### src/hw/tcu_pkg.sv
// Shared constants and types for the 16-bit counter with capture and its controller.
package tcu_pkg;

   // ------------------------
   // Device byte register map
   // ------------------------
   localparam int ADDR_W = 4;
   localparam logic [3:0] OFS_CTRL_A = 4'h0;
   localparam logic [3:0] OFS_CTRL_B = 4'h1;
   localparam logic [3:0] OFS_CTRL_C = 4'h2;
   localparam logic [3:0] OFS_IRQ_MASK = 4'h3;
   localparam logic [3:0] OFS_IRQ_FLAGS = 4'h4;
   localparam logic [3:0] OFS_CNT_LO = 4'h5;
   localparam logic [3:0] OFS_CNT_HI = 4'h6;
   localparam logic [3:0] OFS_CAP_LO = 4'h7;
   localparam logic [3:0] OFS_CAP_HI = 4'h8;
   localparam logic [3:0] OFS_CMPA_LO = 4'h9;
   localparam logic [3:0] OFS_CMPA_HI = 4'ha;

   // ------------------------
   // Field positions
   // ------------------------
   localparam int CTRLA_WGM_LSB = 0;
   localparam int CTRLB_CS_LSB = 0;
   localparam int CTRLB_WGM_LSB = 3;
   localparam int CTRLB_EDGE_BIT = 6;
   localparam int CTRLC_SRC_BIT = 0;
   localparam int FLAG_OVF_BIT = 0;
   localparam int FLAG_CAP_BIT = 5;

   // ------------------------
   // Count limits, reset values and clock-select codes
   // ------------------------
   localparam logic [15:0] CNT_FLOOR = 16'h0000;
   localparam logic [15:0] CNT_MAX = 16'hffff;
   localparam logic [15:0] TOP_8BIT = 16'h00ff;
   localparam logic [15:0] TOP_9BIT = 16'h01ff;
   localparam logic [15:0] TOP_10BIT = 16'h03ff;
   localparam logic [15:0] CNT_RESET = 16'h0000;
   localparam logic [15:0] CAP_RESET = 16'h0000;
   localparam logic [2:0] CS_STOP = 3'h0;
   localparam logic [2:0] CS_EXT_FALL = 3'h6;
   localparam logic [2:0] CS_EXT_RISE = 3'h7;

   // ------------------------
   // Controller register map (AXI4-Lite byte addresses)
   // ------------------------
   localparam logic [3:0] HOST_CMD = 4'h0;
   localparam logic [3:0] HOST_STATUS = 4'h4;
   localparam logic [3:0] HOST_ACK = 4'h8;
   localparam int CMD_ADDR_LSB = 8;
   localparam int CMD_WR_BIT = 16;
   localparam logic [1:0] RESP_OKAY = 2'h0;
   localparam logic [1:0] RESP_SLVERR = 2'h2;

   typedef enum logic [1:0] {
      H_IDLE = 2'b00,
      H_ISSUE = 2'b01,
      H_WAIT = 2'b10
   } tcu_hstate_t;

endpackage

### src/hw/tcu_bus_if.sv
// Byte-wide CPU bus between the controller and the counter device.
`timescale 1ns/1ps
`default_nettype none
interface tcu_bus_if;
   logic [3:0] addr;
   logic wrEn;
   logic rdEn;
   logic [7:0] wrData;
   logic [7:0] rdData;
   logic rdValid;
   logic ovfIrq;
   logic capIrq;
   logic ovfAck;
   logic capAck;

   modport dev (input addr, input wrEn, input rdEn, input wrData, input ovfAck, input capAck,
                output rdData, output rdValid, output ovfIrq, output capIrq);
   modport host (output addr, output wrEn, output rdEn, output wrData, output ovfAck, output capAck,
                 input rdData, input rdValid, input ovfIrq, input capIrq);
endinterface
`default_nettype wire

### src/hw/tcu_device.sv
// Counter device: 16-bit up/down counter, capture unit and byte register file.
`timescale 1ns/1ps
`default_nettype none

// Overview of operation
// - Count high byte reached only through temp.
// - Low read loads temp; low write loads count.
// - Software may reuse one high byte for several.
// - Software disables interrupts across two-byte accesses.
// - Clock select picks tick; zero stops counting.
// - Count readable and writable at any time.
// - CPU count write beats clear and count.
// - Each tick clears, increments or decrements count.
// - Four-bit mode field split over A, B.
// - Overflow flag set where mode defines it.
// - Ceiling and floor signals mark sequence ends.
// - Selected edge on pin or comparator captures.
// - Capture copies count, sets flag same cycle.
// - Enabled flag interrupts; ack or one clears.
// - Capture low read first loads temp.
// - Capture writable only in capture-ceiling modes.
// - Software writes capture high byte before low.
// - One temp byte shared; low access transfers.
// - Floor 0, max FFFF, ceiling per mode.
module tcu_device
   import tcu_pkg::*;
(
   input wire logic ref_clk,
   input wire logic rst_n,
   input wire logic clkEn,
   tcu_bus_if.dev bus,
   input wire logic capturePin,
   input wire logic comparatorOut,
   input wire logic extClkPin,
   output logic countCeiling,
   output logic countFloor
);

   typedef struct packed {
      logic [15:0] cnt;
      logic [15:0] cap;
      logic [15:0] cmpA;
      logic [7:0] temp;
      logic [7:0] ctrlA;
      logic [7:0] ctrlB;
      logic [7:0] ctrlC;
      logic [7:0] mask;
      logic ovfFlag;
      logic capFlag;
      logic down;
      logic capPrev;
      logic extPrev;
      logic [7:0] rdData;
      logic rdValid;
      logic ovfIrq;
      logic capIrq;
      logic atCeil;
      logic atFloor;
   } tcu_dev_t;

   tcu_dev_t st_ff;
   tcu_dev_t nxt_st;

   logic [3:0] wgm;
   logic [2:0] clkSel;
   logic [15:0] ceilVal;
   logic dualSlope;
   logic capIsTop;
   logic ovfAtMax;
   logic tick;
   logic capSrc;
   logic capEdge;
   logic cntWrite;
   logic hitCeil;
   logic hitFloor;
   logic ovfSet;

   // ------------------------
   // Mode decode
   // ------------------------

   // The mode field is assembled from two bits in each of control registers A and B.
   assign wgm = {st_ff.ctrlB[CTRLB_WGM_LSB +: 2], st_ff.ctrlA[CTRLA_WGM_LSB +: 2]};
   assign clkSel = st_ff.ctrlB[CTRLB_CS_LSB +: 3];

   // Ceiling per mode: fixed widths, compare A or the capture register.
   always_comb begin
      unique case (wgm)
         4'h1, 4'h5: ceilVal = TOP_8BIT;
         4'h2, 4'h6: ceilVal = TOP_9BIT;
         4'h3, 4'h7: ceilVal = TOP_10BIT;
         4'h4, 4'h9, 4'hb, 4'hf: ceilVal = st_ff.cmpA;
         4'h8, 4'ha, 4'hc, 4'he: ceilVal = st_ff.cap;
         default: ceilVal = CNT_MAX;
      endcase
   end

   // Dual-slope modes count up to the ceiling and back down to the floor.
   assign dualSlope = (wgm inside {4'h1, 4'h2, 4'h3, 4'h8, 4'h9, 4'ha, 4'hb});
   assign capIsTop = (wgm inside {4'h8, 4'ha, 4'hc, 4'he});
   // Normal and the clear-on-match modes overflow at the absolute maximum.
   assign ovfAtMax = (wgm inside {4'h0, 4'h4, 4'hc});

   // ------------------------
   // Timer tick and capture edge
   // ------------------------

   // Codes 1 to 5 tick every system cycle since no prescaler is built in;
   // the external pin is taken as synchronous and edge detected here.
   always_comb begin
      if (clkSel == CS_STOP) begin
         tick = 1'b0;
      end else if (clkSel == CS_EXT_FALL) begin
         tick = st_ff.extPrev & ~extClkPin;
      end else if (clkSel == CS_EXT_RISE) begin
         tick = ~st_ff.extPrev & extClkPin;
      end else begin
         tick = 1'b1;
      end
   end

   // Capture input is dead while the capture register serves as ceiling.
   assign capSrc = st_ff.ctrlC[CTRLC_SRC_BIT] ? comparatorOut : capturePin;
   assign capEdge = ~capIsTop & (st_ff.ctrlB[CTRLB_EDGE_BIT] ? (~st_ff.capPrev & capSrc)
                                                             : (st_ff.capPrev & ~capSrc));

   assign cntWrite = bus.wrEn & (bus.addr == OFS_CNT_LO);
   assign hitCeil = (st_ff.cnt == ceilVal);
   assign hitFloor = (st_ff.cnt == CNT_FLOOR);

   // ------------------------
   // Next-state logic
   // ------------------------

   // A write to the flag register clears by ones, but a same-cycle event
   // still sets the flag so no capture or overflow is lost.
   always_comb begin
      nxt_st = st_ff;
      nxt_st.rdValid = 1'b0;
      nxt_st.extPrev = extClkPin;
      nxt_st.capPrev = capSrc;
      ovfSet = 1'b0;

      // Count sequence; a CPU count write overrides it below.
      if (tick) begin
         if (dualSlope) begin
            if (!st_ff.down && hitCeil) begin
               nxt_st.down = 1'b1;
               nxt_st.cnt = st_ff.cnt - 16'h0001;
            end else if (st_ff.down && hitFloor) begin
               nxt_st.down = 1'b0;
               nxt_st.cnt = st_ff.cnt + 16'h0001;
               ovfSet = 1'b1;
            end else if (st_ff.down) begin
               nxt_st.cnt = st_ff.cnt - 16'h0001;
            end else begin
               nxt_st.cnt = st_ff.cnt + 16'h0001;
            end
         end else begin
            nxt_st.down = 1'b0;
            if (hitCeil) begin
               nxt_st.cnt = CNT_FLOOR;
            end else begin
               nxt_st.cnt = st_ff.cnt + 16'h0001;
            end
            if ((ovfAtMax && st_ff.cnt == CNT_MAX) || (!ovfAtMax && hitCeil)) begin
               ovfSet = 1'b1;
            end
         end
      end

      // Byte-bus writes; high locations only load the shared temp byte.
      if (bus.wrEn) begin
         unique case (bus.addr)
            OFS_CTRL_A: nxt_st.ctrlA = bus.wrData;
            OFS_CTRL_B: nxt_st.ctrlB = bus.wrData;
            OFS_CTRL_C: nxt_st.ctrlC = bus.wrData;
            OFS_IRQ_MASK: nxt_st.mask = bus.wrData;
            OFS_IRQ_FLAGS: begin
               if (bus.wrData[FLAG_OVF_BIT]) begin
                  nxt_st.ovfFlag = 1'b0;
               end
               if (bus.wrData[FLAG_CAP_BIT]) begin
                  nxt_st.capFlag = 1'b0;
               end
            end
            OFS_CNT_HI, OFS_CAP_HI, OFS_CMPA_HI: nxt_st.temp = bus.wrData;
            OFS_CNT_LO: nxt_st.cnt = {st_ff.temp, bus.wrData};
            OFS_CAP_LO: begin
               if (capIsTop) begin
                  nxt_st.cap = {st_ff.temp, bus.wrData};
               end
            end
            OFS_CMPA_LO: nxt_st.cmpA = {st_ff.temp, bus.wrData};
            default: nxt_st.temp = st_ff.temp;
         endcase
      end

      // Acknowledges from the CPU's interrupt entry clear the flags.
      if (bus.ovfAck) begin
         nxt_st.ovfFlag = 1'b0;
      end
      if (bus.capAck) begin
         nxt_st.capFlag = 1'b0;
      end

      // Capture copies the pre-update count and sets its flag together.
      if (capEdge) begin
         nxt_st.cap = st_ff.cnt;
         nxt_st.capFlag = 1'b1;
      end
      // Overflow set lands after all clears so that set beats clear.
      if (ovfSet && !cntWrite) begin
         nxt_st.ovfFlag = 1'b1;
      end

      // Byte-bus reads; answer registered one cycle after the strobe.
      if (bus.rdEn) begin
         nxt_st.rdValid = 1'b1;
         unique case (bus.addr)
            OFS_CTRL_A: nxt_st.rdData = st_ff.ctrlA;
            OFS_CTRL_B: nxt_st.rdData = st_ff.ctrlB;
            OFS_CTRL_C: nxt_st.rdData = st_ff.ctrlC;
            OFS_IRQ_MASK: nxt_st.rdData = st_ff.mask;
            OFS_IRQ_FLAGS: begin
               nxt_st.rdData = 8'h00;
               nxt_st.rdData[FLAG_OVF_BIT] = st_ff.ovfFlag;
               nxt_st.rdData[FLAG_CAP_BIT] = st_ff.capFlag;
            end
            OFS_CNT_LO: begin
               nxt_st.rdData = st_ff.cnt[7:0];
               nxt_st.temp = st_ff.cnt[15:8];
            end
            OFS_CAP_LO: begin
               nxt_st.rdData = st_ff.cap[7:0];
               nxt_st.temp = st_ff.cap[15:8];
            end
            OFS_CNT_HI, OFS_CAP_HI: nxt_st.rdData = st_ff.temp;
            OFS_CMPA_LO: nxt_st.rdData = st_ff.cmpA[7:0];
            OFS_CMPA_HI: nxt_st.rdData = st_ff.cmpA[15:8];
            default: nxt_st.rdData = 8'h00;
         endcase
      end

      // Interrupt lines and end markers follow the next state.
      nxt_st.ovfIrq = nxt_st.ovfFlag & nxt_st.mask[FLAG_OVF_BIT];
      nxt_st.capIrq = nxt_st.capFlag & nxt_st.mask[FLAG_CAP_BIT];
      nxt_st.atCeil = (nxt_st.cnt == ceilVal);
      nxt_st.atFloor = (nxt_st.cnt == CNT_FLOOR);
   end

   // ------------------------
   // State register
   // ------------------------

   // Count and capture clear at reset; the whole state freezes on clkEn low.
   always_ff @(posedge ref_clk) begin
      if (!rst_n) begin
         st_ff <= '0;
         st_ff.cnt <= CNT_RESET;
         st_ff.cap <= CAP_RESET;
         st_ff.atFloor <= 1'b1;
      end else if (clkEn) begin
         st_ff <= nxt_st;
      end
   end

   assign bus.rdData = st_ff.rdData;
   assign bus.rdValid = st_ff.rdValid;
   assign bus.ovfIrq = st_ff.ovfIrq;
   assign bus.capIrq = st_ff.capIrq;
   assign countCeiling = st_ff.atCeil;
   assign countFloor = st_ff.atFloor;

endmodule
`default_nettype wire

### src/flat_wrapper.sv
// flat-port wrapper written by rule: the top's interface ports become plain ports
module tcu_device_flat import tcu_pkg::*;
  (ref_clk, rst_n, clkEn, capturePin, comparatorOut, extClkPin, countCeiling, countFloor, bus_addr, bus_wrEn, bus_rdEn, bus_wrData, bus_ovfAck, bus_capAck, bus_rdData, bus_rdValid, bus_ovfIrq, bus_capIrq);
  tcu_bus_if bus_i ();
  input wire logic ref_clk;
  input wire logic rst_n;
  input wire logic clkEn;
  input wire logic capturePin;
  input wire logic comparatorOut;
  input wire logic extClkPin;
  output logic countCeiling;
  output logic countFloor;
  input wire logic [$bits(bus_i.addr)-1:0] bus_addr;
  input wire logic [$bits(bus_i.wrEn)-1:0] bus_wrEn;
  input wire logic [$bits(bus_i.rdEn)-1:0] bus_rdEn;
  input wire logic [$bits(bus_i.wrData)-1:0] bus_wrData;
  input wire logic [$bits(bus_i.ovfAck)-1:0] bus_ovfAck;
  input wire logic [$bits(bus_i.capAck)-1:0] bus_capAck;
  output wire logic [$bits(bus_i.rdData)-1:0] bus_rdData;
  output wire logic [$bits(bus_i.rdValid)-1:0] bus_rdValid;
  output wire logic [$bits(bus_i.ovfIrq)-1:0] bus_ovfIrq;
  output wire logic [$bits(bus_i.capIrq)-1:0] bus_capIrq;
  assign bus_i.addr = bus_addr;
  assign bus_i.wrEn = bus_wrEn;
  assign bus_i.rdEn = bus_rdEn;
  assign bus_i.wrData = bus_wrData;
  assign bus_i.ovfAck = bus_ovfAck;
  assign bus_i.capAck = bus_capAck;
  assign bus_rdData = bus_i.rdData;
  assign bus_rdValid = bus_i.rdValid;
  assign bus_ovfIrq = bus_i.ovfIrq;
  assign bus_capIrq = bus_i.capIrq;
  tcu_device u_core (.ref_clk(ref_clk), .rst_n(rst_n), .clkEn(clkEn), .bus(bus_i), .capturePin(capturePin), .comparatorOut(comparatorOut), .extClkPin(extClkPin), .countCeiling(countCeiling), .countFloor(countFloor));
endmodule
### config.mk
export PLATFORM = sky130hd
export DESIGN_NAME = tcu_device_flat
export DESIGN_NICKNAME = d
export VERILOG_FILES = /design/src/hw/tcu_pkg.sv /design/src/hw/tcu_bus_if.sv /design/src/hw/tcu_device.sv /design/src/flat_wrapper.sv
export SDC_FILE = /design/constraint.sdc
export NUM_CORES = 1
export LEC_CHECK = 0
export BUFFER_PORTS_ARGS = -buffer_cell sky130_fd_sc_hd__buf_4
export CORE_ASPECT_RATIO = 0.75
export CORE_UTILIZATION = 28
export CTS_BUF_LIST = sky130_fd_sc_hd__clkbuf_4
export DETAILED_ROUTE_END_ITERATION = 7
export PLACE_DENSITY_LB_ADDON = 0.15
export SLEW_MARGIN = 0
export SYNTH_ARGS = -nofsm -noshare
export SYNTH_HDL_FRONTEND = slang
export SYNTH_SLANG_ARGS = --single-unit
### constraint.sdc
create_clock -name ref_clk -period 5.8 [get_ports ref_clk]
set_clock_uncertainty 0.1 [all_clocks]
set_input_delay 0.87 -clock ref_clk [delete_from_list [all_inputs] [get_ports ref_clk]]
set_output_delay 0.87 -clock ref_clk [all_outputs]
set_load 0.01 [all_outputs]
; After elaboration in Yosys (flattened, before gate mapping)
; Index checks and enable logic that the tools add are counted.
; Widths: inputs -> output; s select.
[op_classes]
n_eq_ne = 30
muxes = 42
n_reduce_logical = 35
bitwise_logic = 13
addsub = 2
[op_table]
columns = op, n
row1 = $mux 16, 11
row2 = $mux 90, 1
row3 = $pmux 16 s5, 1
row4 = $pmux 8 s10, 1
row5 = $mux 8, 6
row6 = $eq 4x4->1 const B, 10
row7 = $eq 16x16->1, 2
row8 = $eq 4x3->1 const B, 8
row9 = $logic_not 16->1, 2
row10 = $mux 1, 20
row11 = $reduce_and 3->1, 6
row12 = $add 16x1->16 const B, 1
row13 = $eq 16x16->1 const B, 1
row14 = $eq 4x2->1 const B, 4
row15 = $pmux 8 s2, 1
row16 = $sub 16x1->16 const B, 1
row17 = $and 1x1->1, 8
row18 = $eq 4x1->1 const B, 2
row19 = $logic_not 4->1, 2
row20 = $reduce_or 2->1, 4
row21 = $reduce_or 4->1, 2
row22 = $reduce_bool 7->1, 1
row23 = $eq 3x3->1 const B, 2
row24 = $reduce_bool 2->1, 3
row25 = other kinds (12), 22
[totals]
elab_cells = 142
ff_bits = 106
in_bits = 22

; Depth between registers and ports, before layout
[logic_depth]
word_depth = 13
depth_mapped = 16
ltp_nobuf = 14

; Worst setup path before layout
; OpenSTA, ideal clock, no wires.
[synth_timing]
kind = input to register
start = input bus_addr[1]
end = register u_core.st_ff, in the netlist u_core.countCeiling
cell_stages = 12
path_slack_ns = 1.718
t_arrival_ns = 3.913
required_time_ns = 5.631
n_path_buf = 1
cell_sequence = and4bb_2 > and2_1 > clkbuf_1 > nor3_1 > a21oi_1 > o211ai_1 > or4_1 > or4_1 > or4_1 > nor4b_2 > nand4_1 > o21ai_1
[synth_between]
elab_chain_cells = 4
[synth_rtl]
columns = element, line
row1 = start: declaration, flat_wrapper.sv:13  ; input wire logic [$bits(bus_i.addr)-1:0] bus_addr;
row2 = $eq 4x3->1, tcu_device.sv:174  ; unique case (bus.addr)
row3 = $mux 16, tcu_device.sv:174
row4 = $mux 90, tcu_device.sv:173  ; if (bus.wrEn) begin
row5 = $eq 16x16->1, tcu_device.sv:248  ; nxt_st.atCeil = (nxt_st.cnt == ceilVal);
row6 = end signal: assignment, tcu_device.sv:264  ; st_ff <= nxt_st;
row7 = end: declaration, tcu_device.sv:61  ; tcu_dev_t st_ff;
; No other way between the ends. The select of a mux whose other input is x is not followed.
; A chain may end at the register's enable or synchronous reset.

; Final worst setup path
[layout_timing]
start = register u_core.st_ff[90] (netlist bit)
end = register u_core.st_ff, in the netlist u_core.countCeiling
[layout_between]
elab_chain_cells = 9
elab_cells_between_ends = 15
[layout_rtl]
columns = element, line
row1 = $add 16x1->16 (tied with other cells), "tcu_device.sv:152, tcu_device.sv:157, tcu_device.sv:164"
row2 = $mux 16 / $logic_and 1x1->1 (equally long branches), "tcu_device.sv:154, tcu_device.sv:150"
row3 = $mux 16, tcu_device.sv:150  ; end else if (st_ff.down && hitFloor) begin
row4 = $mux 16, tcu_device.sv:147  ; if (!st_ff.down && hitCeil) begin
row5 = $mux 16, tcu_device.sv:146  ; if (dualSlope) begin
row6 = $mux 16 (*), tcu_device.sv:145  ; if (tick) begin
row7 = $mux 16, tcu_device.sv:174
row8 = $mux 90 (*), tcu_device.sv:173
row9 = $eq 16x16->1 (*), tcu_device.sv:248
; Mark *: on every way between the ends. The rest lies on a longest branch, timed or not. The select of a mux whose other input is x is not followed.

==> impl_metrics.py <==
metrics = {
    "outcome": {
        "status": "completed",
    },
    "routing": {
        "vias": 8793,
        "ant_nets": 0,
        "drtIter0Drc": 1071,
        "firstDrtPassIters": 6,
        "drt_wl_total_microns": 39800,
        "drcViolationCount": 0,
        "wl_per_cell_microns": 26.86,
        "via_per_inst": 5.933,
    },
    "hold_path": {
        "holdPathEnd": "u_core.bus.rdData[4]$_SDFFE_PN0P_",
        "hold_start": "u_core.bus.rdData[4]$_SDFFE_PN0P_",
        "whs_path_depth": 2,
        "hp-class": "flip-flop to flip-flop",
    },
    "timing": {
        "drv_slew": 0,
        "hold_violations": 0,
        "fin_crit_ps": 5210,
        "tightest_slew_ps": 904.0,
        "finalSetupViolCount": 0,
        "whs_ps": 383.8,
        "fmax_mhz": 191.9,
        "finalCritPeriodShare": 0.8983,
        "slew_headroom": 0.3955,
        "rsz0062_at_grt": "false",
        "fin_setup_tns_ps": 0,
    },
    "placement": {
        "gp_congestion": 0.9684,
        "hpwlAfterDp_microns": 29590,
        "placed_cell_area_sq_um": 8987,
        "io_buffers": 34,
    },
    "logic_synthesis": {
        "synth_edf_count": 0,
        "synthXorXnorAreaFrac": 0.03447,
        "synth_compound_area_frac": 0.2766,
        "synth_top_family_by_area": "simple AND/OR/NAND/NOR gates",
        "synthAdderAreaFrac": 0.002997,
        "synth_mux_area_frac": 0.07283,
        "synthFlopType": "dfxtp_1",
        "syn-num-nets": 1121,
        "avgSynthCellArea_sq_um": 7.611,
        "async_flop_share": 0,
        "synth.distinct_cells": 89,
        "yosysWarnings": 0,
        "synth_top_cell_by_area": "dfxtp_1",
        "yosysMostFrequentCell": "nand2_1",
        "ys_ff_latch": 106,
        "synth_cells": 1097,
        "ys_top_cells_by_count": "nand2_1, dfxtp_1, clkbuf_1",
        "syn_area_sq_um": 8349,
        "yosys.area_share.simple": 0.2963,
        "synth.top_cells.by_area": "dfxtp_1, mux2i_1, nand2_1",
        "yosys.area.top_type_share": 0.2542,
        "ys_seq_area_frac": 0.2542,
    },
    "cells_and_area": {
        "drive_gt1_frac": 0.1139,
        "fin_util": 0.3121,
        "stdcell_area_sq_um": 9110,
        "n_fill_cell": 3223,
        "area_growth_pct": 9.111,
        "fin_nets": 1108,
    },
    "global_routing": {
        "grt_pass1_wl_microns": 57680,
        "grt_pass1_vias": 8042,
        "grt_usage": 0.2606,
        "grt.overflow.total": 0,
        "antenna_found_initial": 2,
        "grt_max_degree": 85,
    },
    "pwr": {
        "leakagePower_nw": 3.344,
        "peakVddDrop_mv": 0.09690,
        "fin_total_pwr_mw": 1.460,
        "cellPowerDensity_nw_per_um2": 160.3,
    },
    "run": {
        "maxCapViolCount": 0,
    },
    "die": {
        "core_sq_um": 29190,
        "die_x_microns": 201.4,
        "dieArea_sq_um": 30520,
        "io_pins": 35,
        "die_h_microns": 151.5,
        "start_util": 0.2861,
        "num_rows": 54,
    },
    "clock_tree": {
        "root_buffer": "clkbuf_4",
        "clk_pin_slew_ps": 200,
        "postCtsSetupBuffers": 0,
        "cts.repair.resized": 0,
        "postCtsHoldBufs": 0,
        "cts_max_path_buffers": 2,
        "cts_sinks": 106,
        "cts-buffers-inserted": 9,
        "clk_latency_ps": 530,
        "cts_tree": "done",
        "cts_max_level": 3,
    },
    "setup_path": {
        "crit_path_start_kind": "flip-flop",
        "r2r_slack_ps": 590,
        "r2r_cells": 14,
        "cp_data_required_time_ps": 6180,
        "rr_endpoint": "u_core.countCeiling$_SDFFE_PN0P_",
        "worstPathArrival_ps": 5590,
        "timing.rr.start": "u_core.st_ff[90]$_SDFFE_PN0P_",
        "crit_type": "flip-flop to flip-flop",
        "cp-end-kind": "flip-flop",
        "path_max_fanout": 12,
    },
}
cell usage in the layout (no fill, tap or decap), drive strengths merged, types with 17 or more instances in the layout:
cell and n:
o22ai 22, nand3 48, o21ai 47, dfxtp 106
nor4 17, nand2 120, mux2i 54, inv 24
o211ai 19, a21oi 45, o211a 23, a22oi 18
nor2 71, nor2b 60, xnor2 20, nand4 17
buf 76, and2 17, nor3 31, nand2b 25
a21boi 24
logic make-up (layout without fill, tap and decap cells):
kind of cell               count (synthesis)  count (layout)
xor gates and xnor gates                  32              32
and+or+nand+nor                          469             469
AOI/OAI and AO/OA                        306             306
adders and majority gates                  2               2
DFF                                      106             106
other                                      0               1
buffers and inverters                    123             115
muxes                                     59              59
state kept, by name (all words and copies together), names as in the netlist:
name                 cells
u_core.countCeiling      1
u_core.bus.rdValid       1
u_core.bus.capIrq        1
u_core.countFloor        1
u_core.bus.rdData        8
u_core.clkSel            3
u_core.st_ff            90
u_core.bus.ovfIrq        1
final cells by class:
type                            count  area (sq um)  area share
Multi-Input combinational cell    868          5718      0.6277
Timing Repair Buffer               76         570.5     0.06263
Inverter                           23         86.33    0.009477
Sequential cell                   106          2122      0.2329
Tap cell                          392         490.5     0.05384
Antenna cell                        1         2.502   0.0002747
Clock buffer                       11         82.58    0.009065
Clock inverter                      5         37.54    0.004120
per-layer routing:
metal / vias to the layer above / wire length [microns] / track usage
met3: 39 / 4178 / 0.08298
met5: - / 0 / 0
met2: 446 / 15000 / 0.3452
met4: 0 / 590 / 0.05189
met1: 4299 / 20030 / 0.3979
li1: 4009 / - / -
per-stage QoR:
step                      std cells  setup slack [ps]
after floorplan                1097              1718
after global placement         1465             662.5
after detailed placement       1465             732.6
after CTS                      1481             712.9
after global routing           1482             387.2
final                          1482             589.9
how the worst max path moves through the flow:
stage	start	endpoint	depth (start not counted)
finish	u_core.st_ff[90]$_SDFFE_PN0P_	u_core.countCeiling$_SDFFE_PN0P_	14
detailed placement	u_core.st_ff[90]$_SDFFE_PN0P_	u_core.countCeiling$_SDFFE_PN0P_	14
CTS	u_core.st_ff[90]$_SDFFE_PN0P_	u_core.countCeiling$_SDFFE_PN0P_	14
global route	u_core.st_ff[90]$_SDFFE_PN0P_	u_core.countCeiling$_SDFFE_PN0P_	14
global placement	u_core.st_ff[90]$_SDFFE_PN0P_	u_core.countCeiling$_SDFFE_PN0P_	14
floorplan	bus_addr[1]	u_core.countCeiling$_SDFFE_PN0P_	12
critical path, stage by stage (launching register included):
cell	delay (ps)
dfxtp_1	490
inv_1	230
ha_1	310
nor3b_1	670
nand4_1	520
o21ai_1	250
buf_4	180
or3_1	140
o211ai_1	130
or4_1	490
or4_1	530
or4_1	530
nor4b_2	340
nand4_1	150
o21ai_1	140
power by group:
part           leakage, nW  switching (mW)  internal (mW)
registers            0.858          0.0278          0.743
logic                 2.42           0.199          0.103
clock network       0.0708           0.286          0.101
Note: power is estimated with default switching activity, not from simulation.
